**config.mk**
```make
export PLATFORM = sky130hd
export DESIGN_NAME = dcc_top
export DESIGN_NICKNAME = d
export VERILOG_FILES = /design/src/logic/dcc_pkg.sv /design/src/logic/dcc_top.sv
export SDC_FILE = /design/constraint.sdc
export NUM_CORES = 1
export LEC_CHECK = 0
export BUFFER_PORTS_ARGS = -buffer_cell sky130_fd_sc_hd__buf_4
export CORE_MARGIN = 3
export CORE_UTILIZATION = 43
export DETAILED_ROUTE_END_ITERATION = 6
export PLACE_DENSITY = 0.86
export SYNTH_ARGS = -nofsm -noshare
export SYNTH_HDL_FRONTEND = slang
export SYNTH_SLANG_ARGS = --single-unit
```
**constraint.sdc**
```tcl
create_clock -name ref_clk -period 1.9 [get_ports ref_clk]
set_input_delay 0.095 -clock ref_clk [delete_from_list [all_inputs] [get_ports ref_clk]]
set_output_delay 0.095 -clock ref_clk [all_outputs]
set_load 0.02 [all_outputs]
```
**src/logic/dcc_pkg.sv**
```systemverilog
`default_nettype none
package dcc_pkg;

  localparam int NCMP = 2;

  // Register byte offsets, one aligned 32-bit word each
  localparam logic [1:0][7:0] OFF_CTRL_A = {8'h08, 8'h00};
  localparam logic [1:0][7:0] OFF_CTRL_B = {8'h0C, 8'h04};
  localparam logic [7:0] OFF_MIRROR = 8'h10;
  localparam logic [7:0] OFF_FLAGS = 8'h14;

  // Control A field positions
  localparam int A_EN = 7;
  localparam int A_RES = 6;
  localparam int A_OE = 5;
  localparam int A_POL = 4;
  localparam int A_SP = 2;
  localparam int A_HYS = 1;
  localparam int A_SYNC = 0;

  // Control B field positions
  localparam int B_RISE = 7;
  localparam int B_FALL = 6;
  localparam int B_PSEL = 4;
  localparam int B_NSEL = 0;

  localparam logic SP_RST = 1'b1;

  localparam logic [1:0] RESP_OKAY = 2'h0;
  localparam logic [1:0] RESP_SLVERR = 2'h2;

  typedef enum logic [1:0] {
    DCC_PSRC_PIN = 2'h0,
    DCC_PSRC_DAC = 2'h1,
    DCC_PSRC_FIXED = 2'h2,
    DCC_PSRC_GND = 2'h3
  } dcc_psrc_t;

  typedef struct packed {
    logic [7:0] awaddr;
    logic awvalid;
    logic [31:0] wdata;
    logic [3:0] wstrb;
    logic wvalid;
    logic bready;
    logic [7:0] araddr;
    logic arvalid;
    logic rready;
  } dcc_axil_req_t;

  typedef struct packed {
    logic awready;
    logic wready;
    logic bvalid;
    logic [1:0] bresp;
    logic arready;
    logic rvalid;
    logic [31:0] rdata;
    logic [1:0] rresp;
  } dcc_axil_rsp_t;

  // Settings driven into one analog comparator
  typedef struct packed {
    logic enable;
    logic connect;
    logic speed;
    logic hyst;
    dcc_psrc_t psel;
    logic [1:0] nsel;
  } dcc_analog_t;

  typedef struct packed {
    logic [NCMP-1:0] en;
    logic [NCMP-1:0] oe;
    logic [NCMP-1:0] pol;
    logic [NCMP-1:0] sp;
    logic [NCMP-1:0] hys;
    logic [NCMP-1:0] sync;
    logic [NCMP-1:0] rise_en;
    logic [NCMP-1:0] fall_en;
    logic [NCMP-1:0][1:0] psel;
    logic [NCMP-1:0][1:0] nsel;
    logic [NCMP-1:0] res;
    logic [NCMP-1:0] prev;
    logic [NCMP-1:0] sync_res;
    logic [NCMP-1:0] flag;
    logic tclk_prev;
    logic aw_got;
    logic [7:0] awaddr;
    logic w_got;
    logic [31:0] wdata;
    logic [3:0] wstrb;
    logic bvalid;
    logic [1:0] bresp;
    logic rvalid;
    logic [31:0] rdata;
    logic [1:0] rresp;
  } dcc_state_t;

  localparam dcc_state_t STATE_RST = '{sp: {NCMP{SP_RST}}, default: '0};

endpackage
`default_nettype wire

```
**src/logic/dcc_top.sv**
```systemverilog
// Summary of operation
// (RULE_01) Comparator runs only while enabled
// (RULE_02) Result high when positive exceeds negative
// (RULE_03) Result readable in control and mirror
// (RULE_04) Pin driven when output enabled, direction output, enabled
// (RULE_05) Output enable overrides port latch regardless
// (RULE_06) Internal result registered each cycle
// (RULE_07) Invert bit inverts the result
// (RULE_08) Speed select resets to normal speed
// (RULE_09) Hysteresis bit enables hysteresis
// (RULE_10) Sync mode latches on timer falling edge
// (RULE_11) Prescaler output supplies the latching edge
// (RULE_12) Result offered as timer gate source
// (RULE_13) Enabled rising/falling edges set the flag
// (RULE_14) Software clears flag; new edge wins
// (RULE_15) Invert or enable toggles can raise edges
// (RULE_16) Software sets all enables to use interrupt
// (RULE_17) Four sources for the non-inverting input
// (RULE_18) Disabled comparator disconnects all inputs
// (RULE_19) Four pins for the inverting input
// (RULE_20) Both results feed PWM shutdown logic
// (RULE_21) Software verifies result after initialization
// (RULE_22) Positive select: pin, DAC, reference, ground
// (RULE_23) Mirror: bit1 second, bit0 first, rest zero
// (RULE_24) Without sync, result passes asynchronously
// (RULE_25) Edges detected on registered post-inversion result
`timescale 1ns/1ns
`default_nettype none
module dcc_top (
  // Clock and reset
  input wire logic ref_clk,
  input wire logic rstn,
  // Register bus
  input wire dcc_pkg::dcc_axil_req_t axi_req,
  output var dcc_pkg::dcc_axil_rsp_t axi_rsp,
  // Analog front end
  input wire logic [1:0] raw_compare,
  output var dcc_pkg::dcc_analog_t [1:0] analog_ctrl,
  // Companion timer
  input wire logic timer_src_clk,
  input wire logic timer_prescale_clk,
  input wire logic timer_prescale_used,
  output logic [1:0] timer_gate,
  // Pins
  input wire logic [1:0] pin_direction,
  output logic [1:0] pin_out,
  output logic [1:0] pin_out_en,
  output logic [1:0] pin_override,
  // Shutdown sources and flags
  output logic [1:0] pwm_shutdown_src,
  output logic [1:0] compare_irq_flag
);

  dcc_pkg::dcc_state_t s_q;
  dcc_pkg::dcc_state_t s_d;

  logic [1:0] pol_res;
  logic [1:0] out_sel;
  logic [1:0] rise;
  logic [1:0] fall;
  logic [1:0] edge_hit;
  logic [1:0] flag_clr;
  logic tclk_sel;
  logic tfall;
  logic wr_go;
  logic wr_ok;
  logic lane0;
  logic [32:0] rd_word;

  function automatic logic [7:0] ctrl_a_val(input dcc_pkg::dcc_state_t s, input int i);
    logic [7:0] v;
    v = 8'h00;
    v[dcc_pkg::A_EN] = s.en[i];
    v[dcc_pkg::A_RES] = s.res[i]; // RULE_03
    v[dcc_pkg::A_OE] = s.oe[i];
    v[dcc_pkg::A_POL] = s.pol[i];
    v[dcc_pkg::A_SP] = s.sp[i];
    v[dcc_pkg::A_HYS] = s.hys[i];
    v[dcc_pkg::A_SYNC] = s.sync[i];
    return v;
  endfunction

  function automatic logic [7:0] ctrl_b_val(input dcc_pkg::dcc_state_t s, input int i);
    logic [7:0] v;
    v = 8'h00;
    v[dcc_pkg::B_RISE] = s.rise_en[i];
    v[dcc_pkg::B_FALL] = s.fall_en[i];
    v[dcc_pkg::B_PSEL +: 2] = s.psel[i];
    v[dcc_pkg::B_NSEL +: 2] = s.nsel[i];
    return v;
  endfunction

  function automatic logic [32:0] read_reg(input dcc_pkg::dcc_state_t s, input logic [7:0] a);
    logic [32:0] r;
    r = {1'b1, 32'h0000_0000};
    for (int i = 0; i < dcc_pkg::NCMP; i++) begin
      if (a == dcc_pkg::OFF_CTRL_A[i]) begin
        r = {1'b0, 24'h00_0000, ctrl_a_val(s, i)};
      end
      if (a == dcc_pkg::OFF_CTRL_B[i]) begin
        r = {1'b0, 24'h00_0000, ctrl_b_val(s, i)};
      end
    end
    if (a == dcc_pkg::OFF_MIRROR) begin
      r = {1'b0, 30'h0000_0000, s.res}; // RULE_23 RULE_03
    end
    if (a == dcc_pkg::OFF_FLAGS) begin
      r = {1'b0, 30'h0000_0000, s.flag};
    end
    return r;
  endfunction

  localparam dcc_pkg::dcc_state_t STATE_ZERO = '{default: '0};

  function automatic logic addr_mapped(input logic [7:0] a);
    logic [32:0] t;
    t = read_reg(STATE_ZERO, a);
    return !t[32];
  endfunction

  // Disabled comparator presents a low raw level; inversion still applies
  assign pol_res = (s_q.en & raw_compare) ^ s_q.pol; // RULE_01 RULE_02 RULE_07 RULE_15

  assign tclk_sel = timer_prescale_used ? timer_prescale_clk : timer_src_clk; // RULE_11
  assign tfall = s_q.tclk_prev & ~tclk_sel; // RULE_10

  // Synchronous mode output comes from the timer-edge latch, else straight through
  assign out_sel = (s_q.sync & s_q.sync_res) | (~s_q.sync & pol_res); // RULE_10 RULE_24

  assign rise = s_q.res & ~s_q.prev; // RULE_25
  assign fall = ~s_q.res & s_q.prev; // RULE_25
  assign edge_hit = (rise & s_q.rise_en) | (fall & s_q.fall_en); // RULE_13

  assign wr_go = s_q.aw_got & s_q.w_got & ~s_q.bvalid;
  assign wr_ok = addr_mapped(s_q.awaddr);
  assign lane0 = s_q.wstrb[0];
  assign rd_word = read_reg(s_q, axi_req.araddr);
  assign flag_clr = (wr_go && s_q.awaddr == dcc_pkg::OFF_FLAGS && lane0) ?
    s_q.wdata[1:0] : 2'b00; // RULE_14

  always_comb begin
    s_d = s_q;
    s_d.tclk_prev = tclk_sel;
    s_d.res = pol_res; // RULE_06
    s_d.prev = s_q.res; // RULE_25
    if (tfall) begin
      s_d.sync_res = pol_res; // RULE_10
    end
    // Hardware set wins over a clearing write in the same cycle
    s_d.flag = (s_q.flag & ~flag_clr) | edge_hit; // RULE_13 RULE_14

    if (axi_req.awvalid && !s_q.aw_got && !s_q.bvalid) begin
      s_d.aw_got = 1'b1;
      s_d.awaddr = axi_req.awaddr;
    end
    if (axi_req.wvalid && !s_q.w_got && !s_q.bvalid) begin
      s_d.w_got = 1'b1;
      s_d.wdata = axi_req.wdata;
      s_d.wstrb = axi_req.wstrb;
    end
    if (wr_go) begin
      s_d.aw_got = 1'b0;
      s_d.w_got = 1'b0;
      s_d.bvalid = 1'b1;
      s_d.bresp = wr_ok ? dcc_pkg::RESP_OKAY : dcc_pkg::RESP_SLVERR;
      for (int i = 0; i < dcc_pkg::NCMP; i++) begin
        if (lane0 && s_q.awaddr == dcc_pkg::OFF_CTRL_A[i]) begin
          s_d.en[i] = s_q.wdata[dcc_pkg::A_EN]; // RULE_01
          s_d.oe[i] = s_q.wdata[dcc_pkg::A_OE];
          s_d.pol[i] = s_q.wdata[dcc_pkg::A_POL]; // RULE_07
          s_d.sp[i] = s_q.wdata[dcc_pkg::A_SP]; // RULE_08
          s_d.hys[i] = s_q.wdata[dcc_pkg::A_HYS]; // RULE_09
          s_d.sync[i] = s_q.wdata[dcc_pkg::A_SYNC];
        end
        if (lane0 && s_q.awaddr == dcc_pkg::OFF_CTRL_B[i]) begin
          s_d.rise_en[i] = s_q.wdata[dcc_pkg::B_RISE];
          s_d.fall_en[i] = s_q.wdata[dcc_pkg::B_FALL];
          s_d.psel[i] = s_q.wdata[dcc_pkg::B_PSEL +: 2]; // RULE_17
          s_d.nsel[i] = s_q.wdata[dcc_pkg::B_NSEL +: 2]; // RULE_19
        end
      end
    end
    if (s_q.bvalid && axi_req.bready) begin
      s_d.bvalid = 1'b0;
    end

    if (s_q.rvalid && axi_req.rready) begin
      s_d.rvalid = 1'b0;
    end
    if (axi_req.arvalid && !s_q.rvalid) begin
      s_d.rvalid = 1'b1;
      s_d.rdata = rd_word[31:0];
      s_d.rresp = rd_word[32] ? dcc_pkg::RESP_SLVERR :
        dcc_pkg::RESP_OKAY;
    end
  end

  always_ff @(posedge ref_clk or negedge rstn) begin
    if (!rstn) begin
      s_q <= dcc_pkg::STATE_RST; // RULE_08
    end else begin
      s_q <= s_d;
    end
  end

  always_comb begin
    axi_rsp.awready = ~s_q.aw_got & ~s_q.bvalid;
    axi_rsp.wready = ~s_q.w_got & ~s_q.bvalid;
    axi_rsp.bvalid = s_q.bvalid;
    axi_rsp.bresp = s_q.bresp;
    axi_rsp.arready = ~s_q.rvalid;
    axi_rsp.rvalid = s_q.rvalid;
    axi_rsp.rdata = s_q.rdata;
    axi_rsp.rresp = s_q.rresp;
    for (int i = 0; i < dcc_pkg::NCMP; i++) begin
      analog_ctrl[i].enable = s_q.en[i]; // RULE_01
      analog_ctrl[i].connect = s_q.en[i]; // RULE_18
      analog_ctrl[i].speed = s_q.sp[i]; // RULE_08
      analog_ctrl[i].hyst = s_q.hys[i]; // RULE_09
      analog_ctrl[i].psel = dcc_pkg::dcc_psrc_t'(s_q.psel[i]); // RULE_22
      analog_ctrl[i].nsel = s_q.nsel[i]; // RULE_19
    end
  end

  assign pin_override = s_q.oe; // RULE_05
  assign pin_out_en = s_q.oe & ~pin_direction & s_q.en; // RULE_04
  assign pin_out = out_sel;
  assign timer_gate = out_sel; // RULE_12
  assign pwm_shutdown_src = out_sel; // RULE_20
  assign compare_irq_flag = s_q.flag;
endmodule // dcc_top
`default_nettype wire

```
### Word-level counts from Yosys, hierarchy flattened

Index checks and enable logic that the tools add are counted.

* flip-flop bits (word level): 117
* input port bits: 66
* output and inout port bits: 69

* equal/unequal tests: 10
* muxes and demuxes: 24
* bitwise gates (word level): 29
* reductions and logical operators: 27

Operators by type and width (number)
* $mux W33: 12
* $mux W37: 1
* $mux W35: 1
* $eq A8 B4 Y1 const B: 4
* $eq A8 B5 Y1 const B: 4
* $and A2 B2 Y2: 10
* $eq A8 B3 Y1 const B: 2
* $logic_not A8 Y1: 2
* $logic_and A1 B1 Y1: 13
* $not A2 Y2: 5
* $mux W9: 1
* $reduce_and A2 Y1: 4
* $reduce_bool A2 Y1: 4
* $mux W2: 3
* $or A2 B2 Y2: 3
* $and A1 B1 Y1: 5
* $mux W1: 5
* $not A1 Y1: 5
* $logic_not A1 Y1: 4
* $mux W3: 1
* $xor A2 B2 Y2: 1

### Logic depth before layout (Yosys ltp)

Gate-level depths: netlist of run 1.

* depth in word-level cells: 10
* gate-level depth with buffers: 5
* depth with buffers taken out: 4

### Worst setup path before layout of run 1

Ideal clock, no wire load.

* path type: flip-flop to flip-flop
* start: reg s_q[75] (netlist name)
* end: reg s_q (netlist bit analog_ctrl[0])
* library setup time: 0.125 ns
* arrival: 1.906 ns
* setup slack: -0.131 ns
* cell stages (with the launch flop): 5
* period minus slack after synthesis: 2.031 ns
* path through: dfrtp_1 > or4_4 > or2_4 > nor4_4 > mux2_2

* word-level cells in the longest chain between the ends: 3

RTL lines
* start, declared: RTL line dcc_top.sv:54 `dcc_pkg::dcc_state_t s_q;`
* start signal, assigned: RTL line dcc_top.sv:200 `s_q <= dcc_pkg::STATE_RST;`
* $eq A8 B3 Y1: RTL line dcc_top.sv:175 `if (lane0 && s_q.awaddr == dcc_pkg::OFF_CTRL_B[i]) begin`
* $logic_and A1 B1 Y1: RTL line dcc_top.sv:175
* $reduce_and A2 Y1 (no line)

Every way passes these cells.
A chain may end at the register's enable or synchronous reset.

### Worst setup path in the final report of run 1

* start: reg s_q[75] (netlist name)
* end: reg s_q (netlist bit analog_ctrl[1])

The elaborated chain is that of the path after synthesis.

==> run metrics, run 1 <==
fin crit share=1.05; Worst VDD drop=792 uV; crit start category=flip-flop; placed inst area=3590 sq um; CTS Sinks=62; pwr/cell area=1070 nW/um^2; PortBufs=79; # setup viols final=18; setup ws final=-0.104 ns; most frequent cell after synthesis=buf_4; Bufs and invs on worst path=1; routed vias=2133; Layout Utilization=0.568; Post-synth top flop=dfrtp_1; CTS tree=done; max_cap viols=0; Yosys cell types=38; Slew @ Worst Pin=0.759 ns; Syn Std Cell Area=3180 sq um; DIE HEIGHT=92.0 microns; vias per cell=4.75; initial antenna violation count=0; antenna viol nets, final=0; violated checks=setup timing; f_max=499 MHz; IO Pins=135; DRC errors left=0; vias in the first global route=2213; multi-input logic area=1230 sq um; largest stage delay on the critical path=0.56 ns; fin cells=449; post-route cell area=3970 sq um; Core Region=6980 sq um; Place WS=-0.100 ns; worst path arrival time=2.22 ns; Placed Cells=412; status=complete, but fails checks; Chip Width=92.0 microns; # rows=30; number of diodes=0; worst path required time=2.11 ns; wire length per cell=14.7 microns; Initial Util=0.455; largest net degree at the start of global routing=63; fraction of registers with async set/reset=1.00; post-synthesis cell count=270; unrepaired setup endpoints after global routing=true; crit path kind=flip-flop to flip-flop; FF/Latch Area=1550 sq um; CP top delay family=simple AND/OR/NAND/NOR gates; share of layout cells above drive strength 1=0.456; Tot GR Track Use=0.169; Overflow after GRT=0; Final min period=2.00 ns; top post-synthesis cells by area=dfrtp_1 47%, mux2_2 16%, buf_4 15%; number of DRC markers in iteration 0=78; global-route wire length before repair=11000 microns; Yosys reg bits=62; slowest CP cell=or4_4; Post-synth top cells=62 x buf_4, 60 x dfrtp_1, 45 x mux2_2, 21 x nand2_1, 11 x o21ai_0; Design Power=4.25 mW; crit path max fanout=6; clock root cell=clkbuf_8; Post-Route WL=6590 microns; synthesized area per cell=11.8 sq um; total CTS buffers=9; worst path cell trace=or4_4 > or2_4 > nor4_4 > buf_6 > mux2_2; clk buf depth=2; Seq/Total Area, Yosys=0.489; CTS HTree Levels=3; Static Leak=1.95 nW; relative slew slack=0.494; clock-pin transition on the worst setup and hold timing paths=0.07 ns; Setup crit end kind=flip-flop; FILL cells=586; Final Max Tran Viols=0; Clk Latency, worst-skew pair=0.34 ns; Yosys top cell by area=dfrtp_1; synth warn=0; First-pass DRT Iterations=4; HPWL after DPL=4870 microns; gp weighted congestion=0.796; nets=414; Final Hold Viols=0; Total Die Area=8460 sq um; HP Class=input port to flip-flop; share of the synthesized area in the top cell type=0.472; clk_skew=0.00987 ns; EDFF count, synth=0; Area growth syn-to-layout=24.8%
## cells in the final DEF, fill, tap and decap left out, types with 2 or more instances in the layout
cell and n:
conb_1 27, nand2_1 21, buf_4 87, and2_1 2, dfstp_2 2, a31oi_1 3
mux2_2 43, nand3b_1 3, dlygate4sd3_1 19, or4_1 2, a21o_1 3, o41ai_1 2
mux2i_1 5, buf_6 2, nor2_1 6, nand2b_1 7, clkbuf_1 2, inv_1 4
dfrtp_1 60, clkbuf_8 9, xnor2_1 2, o21ai_0 11, mux4_2 4, a21oi_1 3
clkinv_2 4, mux2_4 2
## worst paths after layout
kind                                     start                         end  slack [ns]  depth (start not counted)
setup / recovery           s_q[75]$_DFFE_PN0P_  analog_ctrl[1]$_DFFE_PN0P_       -0.10                          5
max in group asynchronous                 rstn         s_q[42]$_DFFE_PN0P_        1.03                          2
hold reg to reg              s_d[89]$_DFF_PN0_           s_q[89]$_DFF_PN0_        0.46                          0
min in group asynchronous                 rstn         s_q[46]$_DFFE_PN0P_        0.37                          2
hold / removal              timer_prescale_clk           s_q[84]$_DFF_PN0_        0.02                          2
setup reg to reg           s_q[75]$_DFFE_PN0P_  analog_ctrl[1]$_DFFE_PN0P_       -0.10                          5
## stage by stage
stage               TNS [ns]  hold slack (ns)
global route           -2.94           0.0154
finish                 -1.39           0.0164
CTS                    -1.18         0.000885
global placement      -0.379            0.207
floorplan             -0.229           -0.201
detailed placement     -1.12            0.220
## cells by family after synthesis
| logic type | Yosys count | share of synthesized area |
|---|---|---|
| flops | 62 | 0.489 |
| other cells | 1 | 0.00118 |
| compound gates | 25 | 0.0472 |
| mux | 54 | 0.203 |
| buf+inv | 72 | 0.159 |
| xor+xnor | 2 | 0.00551 |
| simple gates | 54 | 0.0952 |
## flip-flops by register name, indices dropped and copies added (netlist names)
register / flops
s_d: 2
lane0: 1
pin_override: 2
axi_rsp: 11
compare_irq_flag: 2
analog_ctrl: 14
s_q: 30
## power by group
| group | switching [mW] | total [mW] | leakage, nW | internal, mW |
|---|---|---|---|---|
| Clock | 0.483 | 0.947 | 0.0829 | 0.464 |
| Combinational | 0.640 | 1.33 | 1.06 | 0.691 |
| Sequential | 0.309 | 1.97 | 0.804 | 1.66 |
| Total | 1.43 | 4.25 | 1.95 | 2.81 |
## per-layer routing
| layer | global-route usage | wire [microns] | share of wire | up-vias |
|---|---|---|---|---|
| li1 | - | - | - | 999 |
| met1 | 0.196 | 2620 | 0.40 | 1037 |
| met2 | 0.291 | 3410 | 0.52 | 90 |
| met3 | 0.0558 | 468 | 0.071 | 7 |
| met4 | 0.0582 | 89 | 0.014 | 0 |
| met5 | 0 | 0 | 0 | - |
## cell type report
class | instances | area share
Clock inverter | 5 | 0.00694
Tap cell | 96 | 0.0303
Timing Repair Buffer | 109 | 0.223
Inverter | 4 | 0.00379
Sequential cell | 62 | 0.392
Multi-Input combinational cell | 162 | 0.311
Clock buffer | 11 | 0.0331
## timing repair
action                                 CTS  global route
resized for setup                        3             1
endpoints found under the hold margin   78             0
setup endpoints to repair               18            24
setup buffers                            1             1
hold buffers                            19             0
Power figures use the tool's default switching activity.
==> run 2: changes to the inputs <==
--- a/config.mk
+++ b/config.mk
@@ -9,7 +9,10 @@
 export CORE_MARGIN = 3
 export CORE_UTILIZATION = 43
 export DETAILED_ROUTE_END_ITERATION = 6
+export GPL_ROUTABILITY_DRIVEN = 0
+export MAX_ROUTING_LAYER = met4
 export PLACE_DENSITY = 0.86
+export SKIP_LAST_GASP = 1
 export SYNTH_ARGS = -nofsm -noshare
 export SYNTH_HDL_FRONTEND = slang
 export SYNTH_SLANG_ARGS = --single-unit
==> run metrics, run 2 (same netlist as run 1, synthesis figures left out) <==
setup ws final=-0.107 ns; Final min period=2.01 ns; clock-pin transition on the worst setup and hold timing paths=0.07 ns; Initial Util=0.455; total CTS buffers=9; placed inst area=3590 sq um; routed vias=2122; Place WS=-0.100 ns; WHS Endpoint=s_q[84]$_DFF_PN0_; Area growth syn-to-layout=24.8%; CTS Sinks=62; Design Power=4.25 mW; Core Region=6980 sq um; Clk Latency, worst-skew pair=0.34 ns; Hold Path Stages=2; FF-to-FF End=analog_ctrl[1]$_DFFE_PN0P_; HPWL after DPL=4870 microns; Post-Route WL=6600 microns; clock root cell=clkbuf_8; relative slew slack=0.494; largest stage delay on the critical path=0.56 ns; worst path cell trace=or4_4 > or2_4 > nor4_4 > buf_6 > mux2_2; # setup viols final=18; worst hold start=timer_prescale_clk; Slew @ Worst Pin=0.759 ns; Bufs and invs on worst path=1; Layout Utilization=0.568; most frequent cells in the layout=87 x buf_4, 60 x dfrtp_1, 43 x mux2_2, 27 x conb_1, 21 x nand2_1; worst path required time=2.11 ns; crit path kind=flip-flop to flip-flop; violated checks=setup timing; initial antenna violation count=0; DRC errors left=0; reg2reg setup slack=-0.11 ns; # rows=30; Static Leak=1.95 nW; Metal-1 WL=2710 microns; crit path max fanout=6; CP top delay family=simple AND/OR/NAND/NOR gates; wire length on met3=404 microns; max_cap viols=0; fin cells=449; Final Hold Viols=0; CTS tree=done; f_max=498 MHz; number of DRC markers in iteration 0=84; First-pass DRT Iterations=4; Setup crit end kind=flip-flop; vias per cell=4.73; total stage count of the critical path=5; fin crit share=1.06; met2 wire len=3400 microns; FILL cells=586; share of layout cells above drive strength 1=0.456; Most flops, register=s_q; unrepaired setup endpoints after global routing=true; cells on worst reg2reg path=5; global-route wire length before repair=11000 microns; number of diodes=0; PortBufs=79; pwr/cell area=1070 nW/um^2; Overflow after GRT=0; Final Max Tran Viols=0; Chip Width=92.0 microns; clk_skew=0.00984 ns; CTS HTree Levels=3; wire length per cell=14.7 microns; Total Die Area=8460 sq um; most common cell after layout, fill and taps aside=buf_4; worst path arrival time=2.22 ns; DIE HEIGHT=92.0 microns; Worst VDD drop=794 uV; final setup TNS=-1.45 ns; Largest register FFs=30; Placed Cells=412; Hold Slack=0.0159 ns; crit start category=flip-flop; status=complete, but fails checks; IO Pins=135; slowest CP cell=or4_4; HP Class=input port to flip-flop; post-route cell area=3970 sq um; largest net degree at the start of global routing=63; clk buf depth=2; vias in the first global route=2218; RR Startpoint=s_q[75]$_DFFE_PN0P_; Tot GR Track Use=0.173; Max Used Layer=met4; antenna viol nets, final=0; nets=414
-- run 2: repair_timing --
action	CTS	global route
resized for setup	2	2
hold endpoints to repair	78	0
hold buffers	19	0
setup buffers	1	1
endpoints found under the setup margin	18	24
gates cloned	0	0
-- run 2: cell type report --
| type | count | area [sq um] | area share |
|---|---|---|---|
| Sequential cell | 62 | 1550 | 0.392 |
| Timing Repair Buffer | 109 | 886 | 0.223 |
| Tap cell | 96 | 120 | 0.0303 |
| Inverter | 4 | 15.0 | 0.00379 |
| Clock inverter | 5 | 27.5 | 0.00694 |
| Clock buffer | 11 | 131 | 0.0331 |
| Multi-Input combinational cell | 162 | 1230 | 0.311 |
-- run 2: worst max path at each step --
stage,start,endpoint,slack [ns]
2_1_floorplan,s_q[75]$_DFFE_PN0P_,analog_ctrl[0]$_DFFE_PN0P_,-0.02
3_3_place_gp,s_q[75]$_DFFE_PN0P_,analog_ctrl[0]$_DFFE_PN0P_,-0.06
3_5_place_dp,s_q[75]$_DFFE_PN0P_,analog_ctrl[0]$_DFFE_PN0P_,-0.10
4_1_cts,s_q[75]$_DFFE_PN0P_,analog_ctrl[0]$_DFFE_PN0P_,-0.1
5_1_grt,s_q[75]$_DFFE_PN0P_,s_q[104]$_DFFE_PN0P_,-0.17
6_report,s_q[75]$_DFFE_PN0P_,analog_ctrl[1]$_DFFE_PN0P_,-0.11
-- run 2: power breakdown --
group / total, mW / internal [mW] / leakage, nW / switching, mW
Sequential: 1.97 / 1.66 / 0.804 / 0.310
Clock: 0.948 / 0.464 / 0.0829 / 0.484
Combinational: 1.33 / 0.691 / 1.06 / 0.640
Total: 4.25 / 2.81 / 1.95 / 1.43
-- run 2: per-layer routing --
layer	up-vias	global-route usage
li1	999	-
met1	1032	0.200
met2	84	0.292
met3	7	0.0492
met4	0	0.0582
met5	-	-
==> run 3: changes to the inputs <==
--- a/config.mk
+++ b/config.mk
@@ -5,13 +5,14 @@
 export SDC_FILE = /design/constraint.sdc
 export NUM_CORES = 1
 export LEC_CHECK = 0
+export ABC_AREA = 1
 export BUFFER_PORTS_ARGS = -buffer_cell sky130_fd_sc_hd__buf_4
 export CORE_MARGIN = 3
-export CORE_UTILIZATION = 43
+export CORE_UTILIZATION = 44
 export DETAILED_ROUTE_END_ITERATION = 6
 export GPL_ROUTABILITY_DRIVEN = 0
 export MAX_ROUTING_LAYER = met4
-export PLACE_DENSITY = 0.86
+export PLACE_DENSITY = 0.87
 export SKIP_LAST_GASP = 1
 export SYNTH_ARGS = -nofsm -noshare
 export SYNTH_HDL_FRONTEND = slang
==> run metrics, run 3 <==
synthesized area per cell=8.75 sq um; Static Leak=2.05 nW; Yosys top cell by area=dfrtp_1; post-synthesis cell count=384; PortBufs=79; Chip Width=93.4 microns; multi-input logic area=1230 sq um; Area growth syn-to-layout=19.4%; CTS Sinks=62; total CTS buffers=9; crit path kind=flip-flop to primary output; unrepaired setup endpoints after global routing=false; # rows=31; Largest register FFs=30; Setup crit start=analog_ctrl[6]$_DFFE_PN0P_; pwr/cell area=1070 nW/um^2; wire length per cell=13.1 microns; crit path max fanout=6; Total Die Area=8720 sq um; Syn Std Cell Area=3360 sq um; antenna viol nets, final=0; FILL cells=653; crit start category=flip-flop; # setup viols final=0; FF/Latch Area=1550 sq um; crit path to=pwm_shutdown_src[0]; worst path required time=1.80 ns; Setup crit end kind=primary output; clock root cell=clkbuf_8; Initial Util=0.458; Seq/Total Area, Yosys=0.463; DRC errors left=0; most frequent cells in the layout=80 x buf_4, 74 x nand2_1, 60 x dfrtp_1, 36 x inv_1, 34 x nor2_1; f_max=608 MHz; CP top delay family=flip-flops; most common cell after layout, fill and taps aside=buf_4; Tot GR Track Use=0.178; HP Class=input port to flip-flop; slowest CP cell=dfrtp_1; Yosys reg bits=62; Yosys cell types=33; FF-to-FF End=analog_ctrl[10]$_DFFE_PN0P_; number of diodes=0; Clk Latency, worst-skew pair=0.34 ns; Hold Slack=0.00950 ns; Post-Route WL=7240 microns; cells on worst reg2reg path=6; Final min period=1.64 ns; Post-synth top cells=74 x nand2_1, 63 x buf_4, 60 x dfrtp_1, 36 x inv_1, 34 x nor2_1; most frequent cell after synthesis=nand2_1; Bufs and invs on worst path=2; First-pass DRT Iterations=4; CTS tree=done; share of layout cells above drive strength 1=0.294; fin crit share=0.865; final setup TNS=0 ns; DIE HEIGHT=93.4 microns; global-route wire length before repair=11600 microns; synth warn=0; Final Max Tran Viols=0; RR Startpoint=s_q[80]$_DFFE_PN0P_; status=finished clean; Core Region=7330 sq um; # Post-CTS Setup Buffers=0; share of the synthesized area in the top cell type=0.447; largest net degree at the start of global routing=63; Post-synth top flop=dfrtp_1; Worst VDD drop=871 uV; fraction of registers with async set/reset=1.00; relative slew slack=0.499; reg2reg setup slack=0.29 ns; IO Pins=135; vias per cell=4.75; clk buf depth=2; Final Hold Viols=0; largest stage delay on the critical path=0.44 ns; routed vias=2622; worst path arrival time=1.55 ns; CTS HTree Levels=3; vias in the first global route=2506; total stage count of the critical path=5; HPWL after DPL=5300 microns; nets=515; initial antenna violation count=0; Overflow after GRT=0; EDFF count, synth=0; clock-pin transition on the worst setup and hold timing paths=0.07 ns; number of DRC markers in iteration 0=199; Most flops, register=s_q; Slew @ Worst Pin=0.752 ns; clk_skew=0.00596 ns; top post-synthesis cells by area=dfrtp_1 45%, buf_4 14%, nand2_1 8.3%; worst path cell trace=nand2_1 > xor2_1 > inv_1 > o21ai_1 > buf_4; max_cap viols=0
==> run 3: cell types whose count changed after synthesis, moves of 7 or more <==
cell,change
o21ai_1,+12
a21oi_1,+10
inv_1,+32
nand3_1,+19
nand2_1,+53
o21ai_2,+12
mux2_2,-37
nand2_2,+7
nor2_1,+28
nand2b_1,-7
==> run 3: worst min path at each step <==
stage               cells after the start                from  slack [ns]                    endpoint
floorplan                               0                rstn       -0.20  analog_ctrl[0]$_DFFE_PN0P_
global route                            2       timer_src_clk      -0.001           s_q[84]$_DFF_PN0_
CTS                                     2  timer_prescale_clk      0.0008           s_q[84]$_DFF_PN0_
finish                                  2       timer_src_clk       0.009           s_q[84]$_DFF_PN0_
detailed placement                      1                rstn        0.22     axi_rsp[38]$_DFFE_PN0P_
global placement                        1                rstn        0.20         s_q[44]$_DFFE_PN0P_
==> run 3: repair_timing <==
item | 4_1_cts | 5_1_grt
hold buffers | 16 | 1
resized for setup | 0 | 1
hold endpoints to repair | 75 | 1
setup endpoints to repair | 0 | 2
==> run 3: kinds of logic after synthesis <==
family          share of synthesized area
simple gates                        0.212
buf+inv                             0.199
flops                               0.463
compound gates                     0.0935
mux                                0.0268
xor+xnor                          0.00522
other cells                       0.00112
==> run 3: worst register-to-register path, delay by kind of cell (launching register included) <==
| kind | cells | cell delay (ns) |
|---|---|---|
| compound gates | 1 | 0.07 |
| flops | 1 | 0.39 |
| simple gates | 5 | 1.03 |
==> run 3: where the power goes <==
group          internal (mW)  switching [mW]  leakage, nW
combinational          0.506           0.814         1.16
clock                  0.630           0.489       0.0952
sequential              1.63           0.233        0.793
total                   2.77            1.54         2.05
==> run 3: layout make-up <==
type,instances,share of cell area
Clock buffer,11,0.0352
Sequential cell,62,0.387
Clock inverter,4,0.0119
Inverter,37,0.0346
Tap cell,99,0.0309
Timing Repair Buffer,97,0.192
Multi-Input combinational cell,242,0.308
==> run 3: metal layers <==
layer  global-route usage  wire, microns  vias to the layer above
met5                    -              0                        -
li1                     -              -                     1265
met2                0.294           3680                      109
met1                0.211           2930                     1241
met4               0.0501             77                        0
met3               0.0555            551                        7
==> run 3: stage by stage <==
stage | power [mW] | setup WS (ns) | cell area [sq um] | utilization | cells
finish | 4.30 | 0.256 | 4010 | 0.547 | 552
detailed placement | 3.18 | 0.294 | 3650 | 0.498 | 520
CTS | 4.33 | 0.111 | 4000 | 0.546 | 551
global route | 4.56 | 0.121 | 4010 | 0.547 | 552
global placement | 3.11 | 0.363 | 3650 | 0.498 | 520
floorplan | 2.85 | 0.251 | 3460 | - | 410
